<file path="src/logic/pc_mon_pkg.sv">
// constants and carriers for the program counter monitor
package pc_mon_pkg;
  // register indices; byte address is four times the index
  localparam logic [15:0] IDX_PC_HIGH    = 16'hf460;
  localparam logic [15:0] IDX_PC_LOW     = 16'hf461;
  localparam logic [15:0] IDX_PC_CLEAR   = 16'hf462;
  localparam logic [15:0] IDX_FPEAK_HIGH = 16'hf463;
  localparam logic [15:0] IDX_FPEAK_LOW  = 16'hf464;
  localparam logic [15:0] IDX_APEAK_HIGH = 16'hf465;
  localparam logic [15:0] IDX_APEAK_LOW  = 16'hf466;
  localparam logic [15:0] IDX_IRQ_EN     = 16'hf450;
  localparam logic [15:0] IDX_THRESHOLD  = 16'hf451;
  localparam logic [15:0] IDX_IRQ_STATUS = 16'hf470;
  localparam logic [15:0] IDX_IRQ_MASK   = 16'hf471;
  // widths and field positions
  localparam int ADR_W       = 18;
  localparam int PC_W        = 24;
  localparam int REG_W       = 16;
  localparam int BIT_CLEAR   = 0;
  localparam int BIT_ENABLE  = 0;
  localparam int EV_BLOCK    = 0;
  localparam int EV_NEWPEAK  = 1;
  localparam int EV_N        = 2;
  // reset values
  localparam logic [15:0] RST_THRESHOLD = 16'h0000;
  localparam logic [23:0] RST_PC        = 24'h000000;

  // classic wishbone request from the master
  typedef struct packed {
    logic              cyc;
    logic              stb;
    logic              we;
    logic [ADR_W-1:0]  adr;
    logic [3:0]        sel;
    logic [31:0]       dat;
  } wb_req_s;

  // wishbone answer to the master
  typedef struct packed {
    logic        ack;
    logic [31:0] dat;
  } wb_rsp_s;

  // what the program sequencer supplies each cycle
  typedef struct packed {
    logic            frame_start;
    logic [PC_W-1:0] pc;
  } seq_in_s;
endpackage

</file>
<file path="src/logic/program_counter_monitor.sv">
// program counter monitor with peak tracking and block interrupt counter
`timescale 1ns/1ns
`default_nettype none

// Notes on behaviour
// - 16-bit frame threshold register, resets to zero
// - count frame starts; on match interrupt, restart
// - block interrupts only while enable bit set
// - pc upper byte in bits 7..0
// - pc lower sixteen bits, read only
// - clear bit set: pc zero and frozen
// - clear bit low: pc follows execution
// - set then clear zeroes all-time peak
// - per-frame peak of last frame or block
// - clear control also zeroes per-frame peak
// - all-time peak raised by any larger peak
// - all peak and pc fields reset zero
module program_counter_monitor
  import pc_mon_pkg::*;
(
  // clock and reset
  input  wire logic                 clk,
  input  wire logic                 rst_n,
  // register bus
  input  wire pc_mon_pkg::wb_req_s  wb_req,
  output var  pc_mon_pkg::wb_rsp_s  wb_rsp,
  // program sequencer
  input  wire pc_mon_pkg::seq_in_s  seq_in,
  output logic                      pc_clear,
  output logic                      block_irq,
  // interrupt to the host
  output logic                      irq
);
  import pc_mon_pkg::*;

  // all state of the block except the two reset synchroniser flops
  typedef struct packed {
    logic [PC_W-1:0]  pc;
    logic             clr;
    logic             en;
    logic [REG_W-1:0] thr;
    logic [REG_W-1:0] fcnt;
    logic [PC_W-1:0]  run_peak;
    logic [PC_W-1:0]  frame_peak;
    logic [PC_W-1:0]  alltime;
    logic [EV_N-1:0]  sts;
    logic [EV_N-1:0]  mask;
    logic             birq;
    logic             ack;
    logic [REG_W-1:0] rdat;
  } state_s;

  localparam state_s ST_RST = '{
    pc: RST_PC, clr: 1'b0, en: 1'b0, thr: RST_THRESHOLD, fcnt: 16'h0000,
    run_peak: RST_PC, frame_peak: RST_PC, alltime: RST_PC, sts: 2'h0,
    mask: 2'h0, birq: 1'b0, ack: 1'b0, rdat: 16'h0000};

  state_s           st_r;
  state_s           st_nxt;
  logic [1:0]       rst_sync_r;
  logic             rst_l;
  logic             req;
  logic             wr_ok;
  logic             rd_ok;
  logic [15:0]      idx;
  logic [16:0]      fcnt_inc;
  logic             hit;
  logic             bnd;
  logic [PC_W-1:0]  peak_now;
  logic [REG_W-1:0] wval;
  logic [REG_W-1:0] rmux;

  ////////////////////////////////////////////////////////////////////////
  // reset release through two flops; async assert, clocked release
  always_ff @(posedge clk or negedge rst_n) begin
    if (!rst_n) begin
      rst_sync_r <= 2'b00;
    end else begin
      rst_sync_r <= {rst_sync_r[0], 1'b1};
    end
  end
  assign rst_l = rst_sync_r[1];

  ////////////////////////////////////////////////////////////////////////
  // bus decode; writes and read-clears commit on the ack edge only
  assign req   = wb_req.cyc & wb_req.stb;
  assign idx   = wb_req.adr[ADR_W-1:2];
  assign wr_ok = req & wb_req.we & st_r.ack;
  assign rd_ok = req & ~wb_req.we & st_r.ack;
  // byte lanes: sel[0] low byte, sel[1] high byte; upper lanes unused
  assign wval  = {wb_req.sel[1] ? wb_req.dat[15:8] : 8'h00,
                  wb_req.sel[0] ? wb_req.dat[7:0] : 8'h00};

  // frame counting and boundary of a frame or block
  assign fcnt_inc = {1'b0, st_r.fcnt} + 17'h00001;
  assign hit      = seq_in.frame_start & (fcnt_inc == {1'b0, st_r.thr});
  // with block interrupts off each frame is its own block
  assign bnd      = seq_in.frame_start & (~st_r.en | hit);
  // peak so far including the pc seen this cycle
  assign peak_now = (st_r.pc > st_r.run_peak) ? st_r.pc : st_r.run_peak;

  // read data mux; reserved upper bits read as zero
  always_comb begin
    rmux = 16'h0000;
    unique case (idx)
      IDX_PC_HIGH:    rmux = {8'h00, st_r.pc[23:16]};
      IDX_PC_LOW:     rmux = st_r.pc[15:0];
      IDX_PC_CLEAR:   rmux = {15'h0000, st_r.clr};
      IDX_FPEAK_HIGH: rmux = {8'h00, st_r.frame_peak[23:16]};
      IDX_FPEAK_LOW:  rmux = st_r.frame_peak[15:0];
      IDX_APEAK_HIGH: rmux = {8'h00, st_r.alltime[23:16]};
      IDX_APEAK_LOW:  rmux = st_r.alltime[15:0];
      IDX_IRQ_EN:     rmux = {15'h0000, st_r.en};
      IDX_THRESHOLD:  rmux = st_r.thr;
      IDX_IRQ_STATUS: rmux = {14'h0000, st_r.sts};
      IDX_IRQ_MASK:   rmux = {14'h0000, st_r.mask};
      default:        rmux = 16'h0000;
    endcase
  end

  ////////////////////////////////////////////////////////////////////////
  // next state
  always_comb begin
    st_nxt      = st_r;
    st_nxt.birq = 1'b0;
    // single-cycle ack, dropped the cycle after it is given
    st_nxt.ack  = req & ~st_r.ack;
    if (req & ~st_r.ack) begin
      st_nxt.rdat = rmux;
    end
    // register writes
    if (wr_ok) begin
      unique case (idx)
        IDX_PC_CLEAR:  st_nxt.clr  = wval[BIT_CLEAR];
        IDX_IRQ_EN:    st_nxt.en   = wval[BIT_ENABLE];
        IDX_THRESHOLD: st_nxt.thr  = wval;
        IDX_IRQ_MASK:  st_nxt.mask = wval[EV_N-1:0];
        default:       st_nxt.thr  = st_r.thr;
      endcase
    end
    // status read clears only the bits it returned, so an event landing between
    // the data capture and the ack edge is kept; events below still win
    if (rd_ok && idx == IDX_IRQ_STATUS) begin
      st_nxt.sts = st_r.sts & ~st_r.rdat[EV_N-1:0];
    end
    // frame counter restarts on the matching frame
    if (seq_in.frame_start) begin
      st_nxt.fcnt = hit ? 16'h0000 : fcnt_inc[15:0];
    end
    if (hit && st_r.en) begin
      st_nxt.birq = 1'b1;
      st_nxt.sts[EV_BLOCK] = 1'b1;
    end
    // pc follows the sequencer unless the clear bit holds it at zero
    st_nxt.pc = st_nxt.clr ? RST_PC : seq_in.pc;
    // peak tracking
    if (bnd) begin
      st_nxt.frame_peak = peak_now;
      st_nxt.run_peak   = RST_PC;
      if (peak_now > st_r.alltime) begin
        st_nxt.alltime = peak_now;
        st_nxt.sts[EV_NEWPEAK] = 1'b1;
      end
    end else begin
      st_nxt.run_peak = peak_now;
    end
    // clear control empties the frame records while set
    if (st_nxt.clr) begin
      st_nxt.run_peak   = RST_PC;
      st_nxt.frame_peak = RST_PC;
    end
    // falling clear bit ends the set-then-clear sequence
    if (st_r.clr && !st_nxt.clr) begin
      st_nxt.alltime = RST_PC;
    end
  end

  // state register; everything resets to zero
  always_ff @(posedge clk or negedge rst_l) begin
    if (!rst_l) begin
      st_r <= ST_RST;
    end else begin
      st_r <= st_nxt;
    end
  end

  ////////////////////////////////////////////////////////////////////////
  // outputs
  assign wb_rsp.ack = st_r.ack;
  assign wb_rsp.dat = {16'h0000, st_r.rdat};
  assign pc_clear   = st_r.clr;
  assign block_irq  = st_r.birq;
  // level interrupt while any unmasked sticky bit is set
  assign irq        = |(st_r.sts & st_r.mask);
endmodule // program_counter_monitor

`default_nettype wire

</file>
<file path="config.mk">
export PLATFORM = sky130hd
export DESIGN_NAME = program_counter_monitor
export DESIGN_NICKNAME = d
export VERILOG_FILES = /design/src/logic/pc_mon_pkg.sv /design/src/logic/program_counter_monitor.sv
export SDC_FILE = /design/constraint.sdc
export NUM_CORES = 1
export LEC_CHECK = 0
export ABC_AREA = 1
export BUFFER_PORTS_ARGS = -buffer_cell sky130_fd_sc_hd__buf_4
export CORE_ASPECT_RATIO = 2
export CORE_MARGIN = 2
export CORE_UTILIZATION = 35
export CTS_BUF_LIST = sky130_fd_sc_hd__clkbuf_8
export CTS_CLUSTER_DIAMETER = 200
export DETAILED_ROUTE_END_ITERATION = 10
export HOLD_SLACK_MARGIN = 0.06
export SLEW_MARGIN = 20
export SYNTH_ARGS = -nofsm -noshare
export SYNTH_HDL_FRONTEND = slang
export SYNTH_SLANG_ARGS = --single-unit
</file>
<file path="constraint.sdc">
create_clock -name clk -period 5 [get_ports clk]
set_input_delay 1 -clock clk [delete_from_list [all_inputs] [get_ports clk]]
set_output_delay 1 -clock clk [all_outputs]
set_load 0.02 [all_outputs]
</file>
## After elaboration in Yosys (flattened, before gate mapping)

Index checks and enable logic that the tools add are counted.

| storage, ports and cells | value |
|---|---|
| input port bits | 84 |
| word-level logic and storage cells | 76 |
| register bits | 154 |

| operators by class | value |
|---|---|
| reductions and logical operators | 13 |
| $add $sub $neg | 1 |
| equality and inequality tests | 12 |
| mux-type cells | 18 |
| order comparisons | 2 |
| bitwise operators | 15 |

Operators by type and width:

| operator | count |
|---|---|
| == test 16 bit, second input constant | 11 |
| one-hot mux 16 bit (11 select lines) | 1 |
| two-way mux 24 bit | 4 |
| two-way mux 49 bit | 1 |
| > comparator 24 bit | 2 |
| two-way mux 48 bit | 1 |
| two-way mux 16 bit | 2 |
| two-way mux 25 bit | 1 |
| two-way mux 18 bit | 1 |
| adder 16 x 1 -> 17 bit, second input constant | 1 |
| == test 17 x 16 -> 1 bit | 1 |
| two-way mux 8 bit | 2 |
| AND 1 bit | 8 |
| AND reduction 2 bit | 4 |
| nonzero test 2 bit | 4 |
| AND 2 bit | 2 |
| two-way mux 1 bit | 4 |
| logical AND 1 bit | 3 |
| inverter 1 bit | 3 |
| two-way mux 2 bit | 1 |
| inverter 2 bit | 1 |
| OR reduction 2 bit | 1 |
| logical NOT 1 bit | 1 |
| bitwise OR 1 bit | 1 |

## Longest topological paths before layout

Gate-level depths: netlist of run 1.

| logic depth | value |
|---|---|
| word-level depth | 8 |
| mapped depth | 27 |
| gate-level depth less buffers | 25 |

## Worst setup path after synthesis of run 1

Ideal clock, no wire load.

| timing path | value |
|---|---|
| path kind | register to register |
| start point | register st_r[143] in the netlist's numbering |
| end point | register st_r[37] in the netlist's numbering |
| period minus slack after synthesis | 3.660 ns |
| stages on the path, launching flop included | 23 |
| setup time | 0.118 ns |
| arrival time | 3.542 ns |
| setup slack | 1.340 ns |
| required time | 4.882 ns |
| path through | dfrtp_1 -> ha_1 -> nand2_1 -> nor4b_1 -> nand4_1 -> nand2_1 -> clkbuf_1 -> nand2_1 -> nand2_1 -> inv_1 -> ha_1 -> nand2_1 -> inv_1 -> nand3_1 -> nor2_1 -> nand2_1 -> o211ai_1 -> nand2_1 -> inv_1 -> nand3_1 -> buf_2 -> nand3_1 -> nand2_1 |

| on the way | value |
|---|---|
| cells in the longest elaborated chain, start to end | 5 |
| elaborated cells on any way between the ends | 8 |
| those cells by class | order compare: 2; mux: 4; reduce/logical: 2 |

Ends and longest elaborated chain:

| element | RTL line | source |
|---|---|---|
| start, declared | program_counter_monitor.sv:58 | `state_s st_r;` |
| start signal, assigned | program_counter_monitor.sv:183 | `st_r <= st_nxt;` |
| > comparator 24 bit | program_counter_monitor.sv:100 | `assign peak_now = (st_r.pc > st_r.run_peak) ? st_r.pc : st_r.run_peak;` |
| two-way mux 24 bit (*) | program_counter_monitor.sv:100 |  |
| > comparator 24 bit or two-way mux 25 bit (tied branches) | program_counter_monitor.sv:160 | `if (peak_now > st_r.alltime) begin` |
| nonzero test 2 bit (no line) or two-way mux 49 bit (tied branches) | n/a |  |
| AND reduction 2 bit (no line) or two-way mux 24 bit (tied branches) | n/a |  |

Mark *: on every way between the ends. The rest lies on a longest branch, timed or not. The select of a mux whose other input is x is not followed.
A chain may end at the register's enable or synchronous reset.

## Worst setup path in the final report of run 1

| timing path | value |
|---|---|
| start point | register st_r[143] in the netlist's numbering |
| end point | register st_r[26] in the netlist's numbering |

Same word-level chain as after synthesis.

==> results of run 1 <==
## metrics by stage
stage	cells	total power, mW	utilization [%]	worst slack (ns)	hold slack [ns]
finish	1713	4.84	39.8	0.791	0.290
global route	1713	5.29	39.8	0.369	0.263
CTS	1713	4.86	39.8	0.833	0.260
detailed placement	1681	3.90	38.4	0.866	0.336
global placement	1681	3.82	38.4	0.933	0.340
floorplan	1317	3.31	-	0.391	0.331
## kinds of logic (layout without fill, tap and decap cells)
kind of cell / Yosys count / in the layout / synth area share, %
and+or+nand+nor: 656 / 656 / 30.4
buffers and inverters: 272 / 320 / 12.3
AOI/OAI and AO/OA: 167 / 167 / 9.65
DFF: 154 / 154 / 40.9
adders and majority gates: 49 / 49 / 6.51
other: 2 / 17 / 0.0797
xor gates and xnor gates: 2 / 2 / 0.186
## worst max-delay path by stage
| stage | startpoint | slack, ns | end | cells after the start |
|---|---|---|---|---|
| after floorplan | rst_sync_r[1]$_DFF_PN0_ | 0.39 | block_irq$_DFF_PN0_ | 0 |
| after global placement | st_r[143]$_DFF_PN0_ | 0.93 | st_r[31]$_DFFE_PN0P_ | 22 |
| after CTS | st_r[143]$_DFF_PN0_ | 0.83 | st_r[33]$_DFFE_PN0P_ | 24 |
| after detailed placement | st_r[143]$_DFF_PN0_ | 0.87 | st_r[33]$_DFFE_PN0P_ | 24 |
| final | st_r[143]$_DFF_PN0_ | 0.79 | st_r[26]$_DFFE_PN0P_ | 22 |
| after global routing | st_r[85]$_DFF_PN0_ | 0.37 | st_r[40]$_DFFE_PN0P_ | 25 |
## placed cells by master, fill, tap and decap left out, types with 3 or more instances in the layout
cell type	count
buf_4	99
nand2_1	295
a21oi_1	33
nor2_1	119
o21ai_0	91
nor4_1	7
clkinv_4	3
nand3b_1	3
o21ai_1	6
clkinv_2	4
nor2_2	4
clkbuf_8	19
o211ai_1	4
nor3_1	7
inv_1	187
conb_1	17
o22ai_1	25
dfrtp_1	153
nand4_1	47
nand3_1	167
ha_1	49
## state kept, by name (all words and copies together) (netlist names)
signal / cells
st_r: 133
block_irq: 1
rst_sync_r: 2
pc_clear: 1
wb_rsp: 17
## power groups by stage
stage / Clock (mW) / Combinational (mW) / Sequential, mW
detailed placement: 0 / 2.18 / 1.72
finish: 0.952 / 2.19 / 1.70
CTS: 0.978 / 2.19 / 1.70
floorplan: 0 / 1.62 / 1.69
global placement: 0 / 2.10 / 1.71
global route: 1.03 / 2.52 / 1.74
## per-layer routing
metal | up-vias | routed length, um
met5 | - | 0
met4 | 0 | 1170
met3 | 71 | 1260
met2 | 255 | 13300
met1 | 4082 | 10700
li1 | 4294 | -
## final cells by class
cell class	instances	area, um^2	area share, %
Inverter	188	706	6.64
Clock inverter	13	129	1.21
Clock buffer	19	262	2.46
Multi-Input combinational cell	891	4480	42.1
Tap cell	348	435	4.10
Timing Repair Buffer	100	763	7.18
Sequential cell	154	3860	36.3
==> results by group, run 1 <==
Pwr
  • Peak VDD IR: about 0.24 mV
  • Static Leak: 5.54 nW
  • Combinational Power Share: 45.3%
  • Sw Share: 42.4%
  • Sequential power share: about a third
  • Clock power share: 19.7%
  • Int Power: 2.79 mW
  • Power Density: roughly 460 nW/um^2
  • Psw: 2.05 mW

Timing
  • F_max: 238 MHz
  • RSZ-0062 raised after global routing: no
  • Slew Limit Fails: 0
  • Fin Clk Skew: 0.00915 ns
  • Worst slew margin: a little under two fifths
  • Setup violators final: 0
  • Worst-margin pin slew: 0.931 ns
  • Fin crit share: 84.2%
  • Final Hold Viols: 0
  • Crit path time final: 4.21 ns
  • TNS Setup: 0 ns

Detailed routing
  • Drt first pass iters: 5
  • Vias per cell: 5.08
  • Starting DRT DRC Count: about 590
  • Vias after detailed routing: 8702
  • Drt drc: 0
  • Post-Route WL: 26.5 mm
  • Avg WL per Cell: between 15 and 20 um
  • Antenna-violating nets left: 0

GRT
  • Grt ovf: 0
  • Largest net degree at the start of global routing: about 150
  • GRT met2 Usage: 33.4%
  • Number of global-route vias before repair: 8612
  • Met1 usage: 22.6%
  • GR Util All Layers: a little under a fifth
  • Gr busiest metal: met2
  • Initial antenna violation count: 0
  • First-pass GRT wire length: 42.9 mm
  • Met3 Use GR: 3.14%

Logic synthesis
  • Async set or reset register ratio after synthesis: 100%
  • Cell with the most instances after synthesis: nand2_1
  • Sequential element share of the synthesized area: 40.9%
  • Top-area cell type share of the netlist area: 40.9%
  • Yosys top cell by area: dfrtp_1
  • Commonest cells post-synth: 295 x nand2_1, 185 x inv_1, 167 x nand3_1
  • Top_reg_cell synth: dfrtp_1
  • Synth Register Bits: about 150
  • Synth warnings: 0
  • Syn Area/Cell: 7.24 um^2
  • EDFF count, synth: 0
  • Syn Inst Count: ~1300
  • Synthesized area: 9420 um^2
  • Synth top area cells: dfrtp_1 41%, nand2_1 12%, nand3_1 8.9%, inv_1 7.4%, ha_1 6.5%
  • Unique masters post-synth: 35

Placed design
  • Post-DP HPWL: 19.7 mm
  • Routability Congestion: just over 0.9
  • Area post-placement: 10200 um^2
  • Number of port buffers: 83

Worst setup path
  • Max incr delay on CP: 0.58 ns
  • Crit Path Class: register to register
  • Data arrival, critical path: 4.56 ns
  • CP endpoint kind: register
  • R2R depth: 22
  • Worst path slowest cell: nor4b_1
  • CP Cell Sequence: ha_1 > nand2_1 > nor4b_1 > nand4_1 > nand2_1 > buf_4 > nand2_1 > nand2_1 > inv_1 > ha_1 > nand2_1 > inv_1 > nand3_1 > nor2_1 > nand2_1 > o211ai_1 > nand2_1 > inv_1 > nand3_1 > buf_4 > nand3_1 > nand2_1
  • Critical path required time: 5.35 ns
  • Crit path buffers/inverters: 5
  • Worst R2R Start: st_r[143]$_DFF_PN0_
  • Worst Setup Start Kind: register
  • Crit-path leading delay family: simple AND/OR/NAND/NOR gates
  • Crit-path max FO: 25
  • Reg2reg setup slack: 0.79 ns
  • Reg2Reg Capture Point: st_r[26]$_DFFE_PN0P_
  • Cell repeated most along the worst path: nand2_1

Floorplanning
  • Initial cell density of the core: 35.3%
  • Die Ht: between 200 and 250 um
  • # IOs: 120
  • Die area: 28300 um^2
  • Number of cell rows: 85
  • Die width: 120 um
  • Core footprint: 26700 um^2

Layout
  • P&R area growth vs syn: 12.8%
  • Layout cell share with drive strength beyond 1: 10.5%
  • Finished Cell Area: 10600 um^2
  • Final net count: 1485
  • Antenna Diode Count: 0
  • Fillers: approximately 2800

Clock network
  • Total CTS buffers: 17
  • Root Buffer: clkbuf_8
  • Hold-fix buffers, CTS: 0
  • Clock-pin slew on the worst setup and hold paths: 0.09 ns
  • CTS tree: built
  • Worst skew pair latency: 0.47 ns
  • Setup repair bufs after CTS: 0
  • H-tree depth: 4
  • PostCTS Resize Cnt: 0
  • Clk sinks: 154
  • Longest Clk Path Bufs: 2

Min path
  • Worst hold path class: primary input to asynchronous set/reset pin

Outcome
  • Status: finished, final reports clean

Job
  • Max cap viols: 0
Note: power is estimated with default switching activity, not from simulation.
==> run 2: changes to the inputs <==
==> constraint.sdc (replaced) <==
create_clock -name clk -period 3.7 [get_ports clk]
set_input_delay 0.74 -clock clk [delete_from_list [all_inputs] [get_ports clk]]
set_output_delay 0.74 -clock clk [all_outputs]
set_load 0.02 [all_outputs]
==> results by group, run 2 (synthesis results as in run 1) <==
Outcome
  • Status: finished, final reports clean

GRT
  • Initial antenna violation count: 0
  • First-pass GRT wire length: 43.6 mm
  • Grt ovf: 0
  • GR Util All Layers: between 10% and 20%
  • Largest net degree at the start of global routing: between 70 and 80
  • Number of global-route vias before repair: 8608

Worst setup path
  • Worst Setup Start Kind: register
  • Worst R2R Start: st_r[138]$_DFF_PN0_
  • Critical path required time: 4.07 ns
  • R2R depth: 23
  • Worst path slowest cell: dfrtp_1
  • CP Cell Sequence: ha_4 > nand3_2 > nor4b_2 > buf_4 > nand4_1 > buf_6 > nand2_8 > buf_12 > nand2_1 > nand2_2 > inv_2 > ha_4 > nand4_1 > buf_4 > a31oi_4 > nor2_2 > o211ai_1 > nand2_1 > inv_2 > nand3_4 > buf_12 > nand3_1 > nand2_1
  • Max incr delay on CP: 0.42 ns
  • Critical Path Source: st_r[138]$_DFF_PN0_
  • Cell repeated most along the worst path: nand2_1
  • Reg2reg setup slack: 0.03 ns
  • Data arrival, critical path: 4.04 ns
  • Crit-path max FO: 7
  • Crit Path Class: register to register
  • Reg2Reg Capture Point: st_r[26]$_DFFE_PN0P_
  • End point of the critical path: st_r[26]$_DFFE_PN0P_
  • CP endpoint kind: register

Floorplanning
  • # IOs: 120
  • Die area: 28300 um^2
  • Die Ht: between 200 and 250 um
  • Initial cell density of the core: 35.3%
  • Die width: 120 um
  • Number of cell rows: 85
  • Core footprint: 26700 um^2

Layout
  • P&R area growth vs syn: 22.4%
  • Layout cell share with drive strength beyond 1: 18.9%
  • Most frequent cells in the layout: 270 x nand2_1, 169 x inv_1, 153 x dfrtp_1, 150 x nand3_1, 121 x buf_4
  • Multi-input logic area: 4950 um^2
  • Commonest non-fill, non-tap cell in the layout: nand2_1
  • Register area: 3860 um^2
  • Final net count: between 1500 and 2000
  • Fillers: 2742
  • Reg with most FFs: st_r
  • Max reg flops: roughly 130
  • Non-filler cells, final: between 1500 and 2000
  • Antenna Diode Count: 0

Placed design
  • Routability Congestion: between 0.9 and 1
  • Number of port buffers: slightly above 80
  • Setup WS pre-CTS: -0.0348 ns
  • Post-DP HPWL: 20.3 mm
  • Placed cells: between 1500 and 2000

Timing
  • F_max: ~270 MHz
  • Final WS setup: 0.0276 ns
  • Fin Clk Skew: 0.0122 ns
  • Setup violators final: 0
  • Slew Limit Fails: 0
  • RSZ-0062 raised after global routing: yes
  • Crit path time final: 3.67 ns
  • Fin crit share: 99.3%
  • Worst slew margin: 49.6%
  • TNS Setup: 0 ns
  • Hold slack: roughly 0.37 ns
  • Worst-margin pin slew: 0.757 ns
  • Final Hold Viols: 0

Clock network
  • H-tree depth: 4
  • Clock-pin slew on the worst setup and hold paths: 0.08 ns
  • Longest Clk Path Bufs: 2
  • Worst skew pair latency: 0.47 ns
  • CTS tree: built
  • Clk sinks: 154
  • Root Buffer: clkbuf_8
  • Total CTS buffers: 17

Pwr
  • Psw: 3.27 mW
  • Power Density: 668 nW/um^2
  • Int Power: 4.43 mW
  • Clock power share: 16.9%
  • Static Leak: 5.82 nW
  • Sw Share: 42.4%
  • Power Total: 7.70 mW
  • Combinational Power Share: between 50% and 60%
  • Sequential power share: a little under a third
  • Peak VDD IR: 0.465 mV

Detailed routing
  • Starting DRT DRC Count: 638
  • Drt first pass iters: 7
  • Vias after detailed routing: 8971
  • Antenna-violating nets left: 0
  • Post-Route WL: around 29 mm
  • Avg WL per Cell: between 15 and 20 um
  • Vias per cell: 5.14
  • Drt drc: 0

Min path
  • Worst hold path class: register to register
  • Hold path depth: 0

Job
  • Max cap viols: 0
==> run 2: final cells by class <==
| type | instances | share of cell area, % |
|---|---|---|
| Clock inverter | 8 | 0.835 |
| Multi-Input combinational cell | 891 | 42.9 |
| Clock buffer | 21 | 2.51 |
| Tap cell | 348 | 3.78 |
| Timing Repair Buffer | 137 | 10.3 |
| Inverter | 188 | 6.18 |
| Sequential cell | 154 | 33.4 |
==> run 2: worst min path at each step <==
| stage | startpoint | endpoint |
|---|---|---|
| finish | rst_sync_r[0]$_DFF_PN0_ | rst_sync_r[1]$_DFF_PN0_ |
| global route | rst_sync_r[0]$_DFF_PN0_ | rst_sync_r[1]$_DFF_PN0_ |
| CTS | rst_sync_r[0]$_DFF_PN0_ | rst_sync_r[1]$_DFF_PN0_ |
| detailed placement | rst_sync_r[0]$_DFF_PN0_ | rst_sync_r[1]$_DFF_PN0_ |
| global placement | rst_sync_r[0]$_DFF_PN0_ | rst_sync_r[1]$_DFF_PN0_ |
| floorplan | rst_sync_r[0]$_DFF_PN0_ | rst_sync_r[1]$_DFF_PN0_ |
==> run 2: power by group through the flow <==
| stage | sequential (mW) | clock [mW] | combinational (mW) |
|---|---|---|---|
| floorplan | 2.29 | 0 | 2.19 |
| global placement | 2.33 | 0 | 3.04 |
| detailed placement | 2.34 | 0 | 3.15 |
| CTS | 2.31 | 1.34 | 3.18 |
| global route | 2.37 | 1.42 | 4.54 |
| finish | 2.33 | 1.30 | 4.08 |
==> run 2: what timing repair did <==
item | in CTS | in global routing
cloned | 0 | 7
setup buffers | 0 | 11
hold endpoints to repair | 2 | 0
endpoints found under the setup margin | 24 | 25
pin swaps | 0 | 40
resized for setup | 4 | 110
hold buffers | 1 | 0
==> run 2: critical path, delay by kind of cell, from the launching register on <==
family | cells | cell delay, ns
DFF | 1 | 0.42
adders and majority gates | 2 | 0.56
AOI/OAI and AO/OA | 2 | 0.25
buffers and inverters | 7 | 1.00
and+or+nand+nor | 12 | 1.31
==> run 2: per-layer routing <==
| layer | GRT usage [%] | part of all wire, % | routed length, um | vias up |
|---|---|---|---|---|
| li1 | - | - | - | 4363 |
| met3 | 3.58 | 5.4 | 1550 | 45 |
| met4 | 8.95 | 3.3 | 953 | 0 |
| met2 | 33.2 | 50 | 14400 | 295 |
| met1 | 23.5 | 41 | 11700 | 4268 |
| met5 | 0 | 0 | 0 | - |
==> run 2: per-stage QoR <==
step	utilization (%)	area (um^2)
after CTS	40.5	10800
after floorplan	-	9480
final	43.2	11500
after detailed placement	39.0	10400
after global placement	39.0	10400
after global routing	43.2	11500
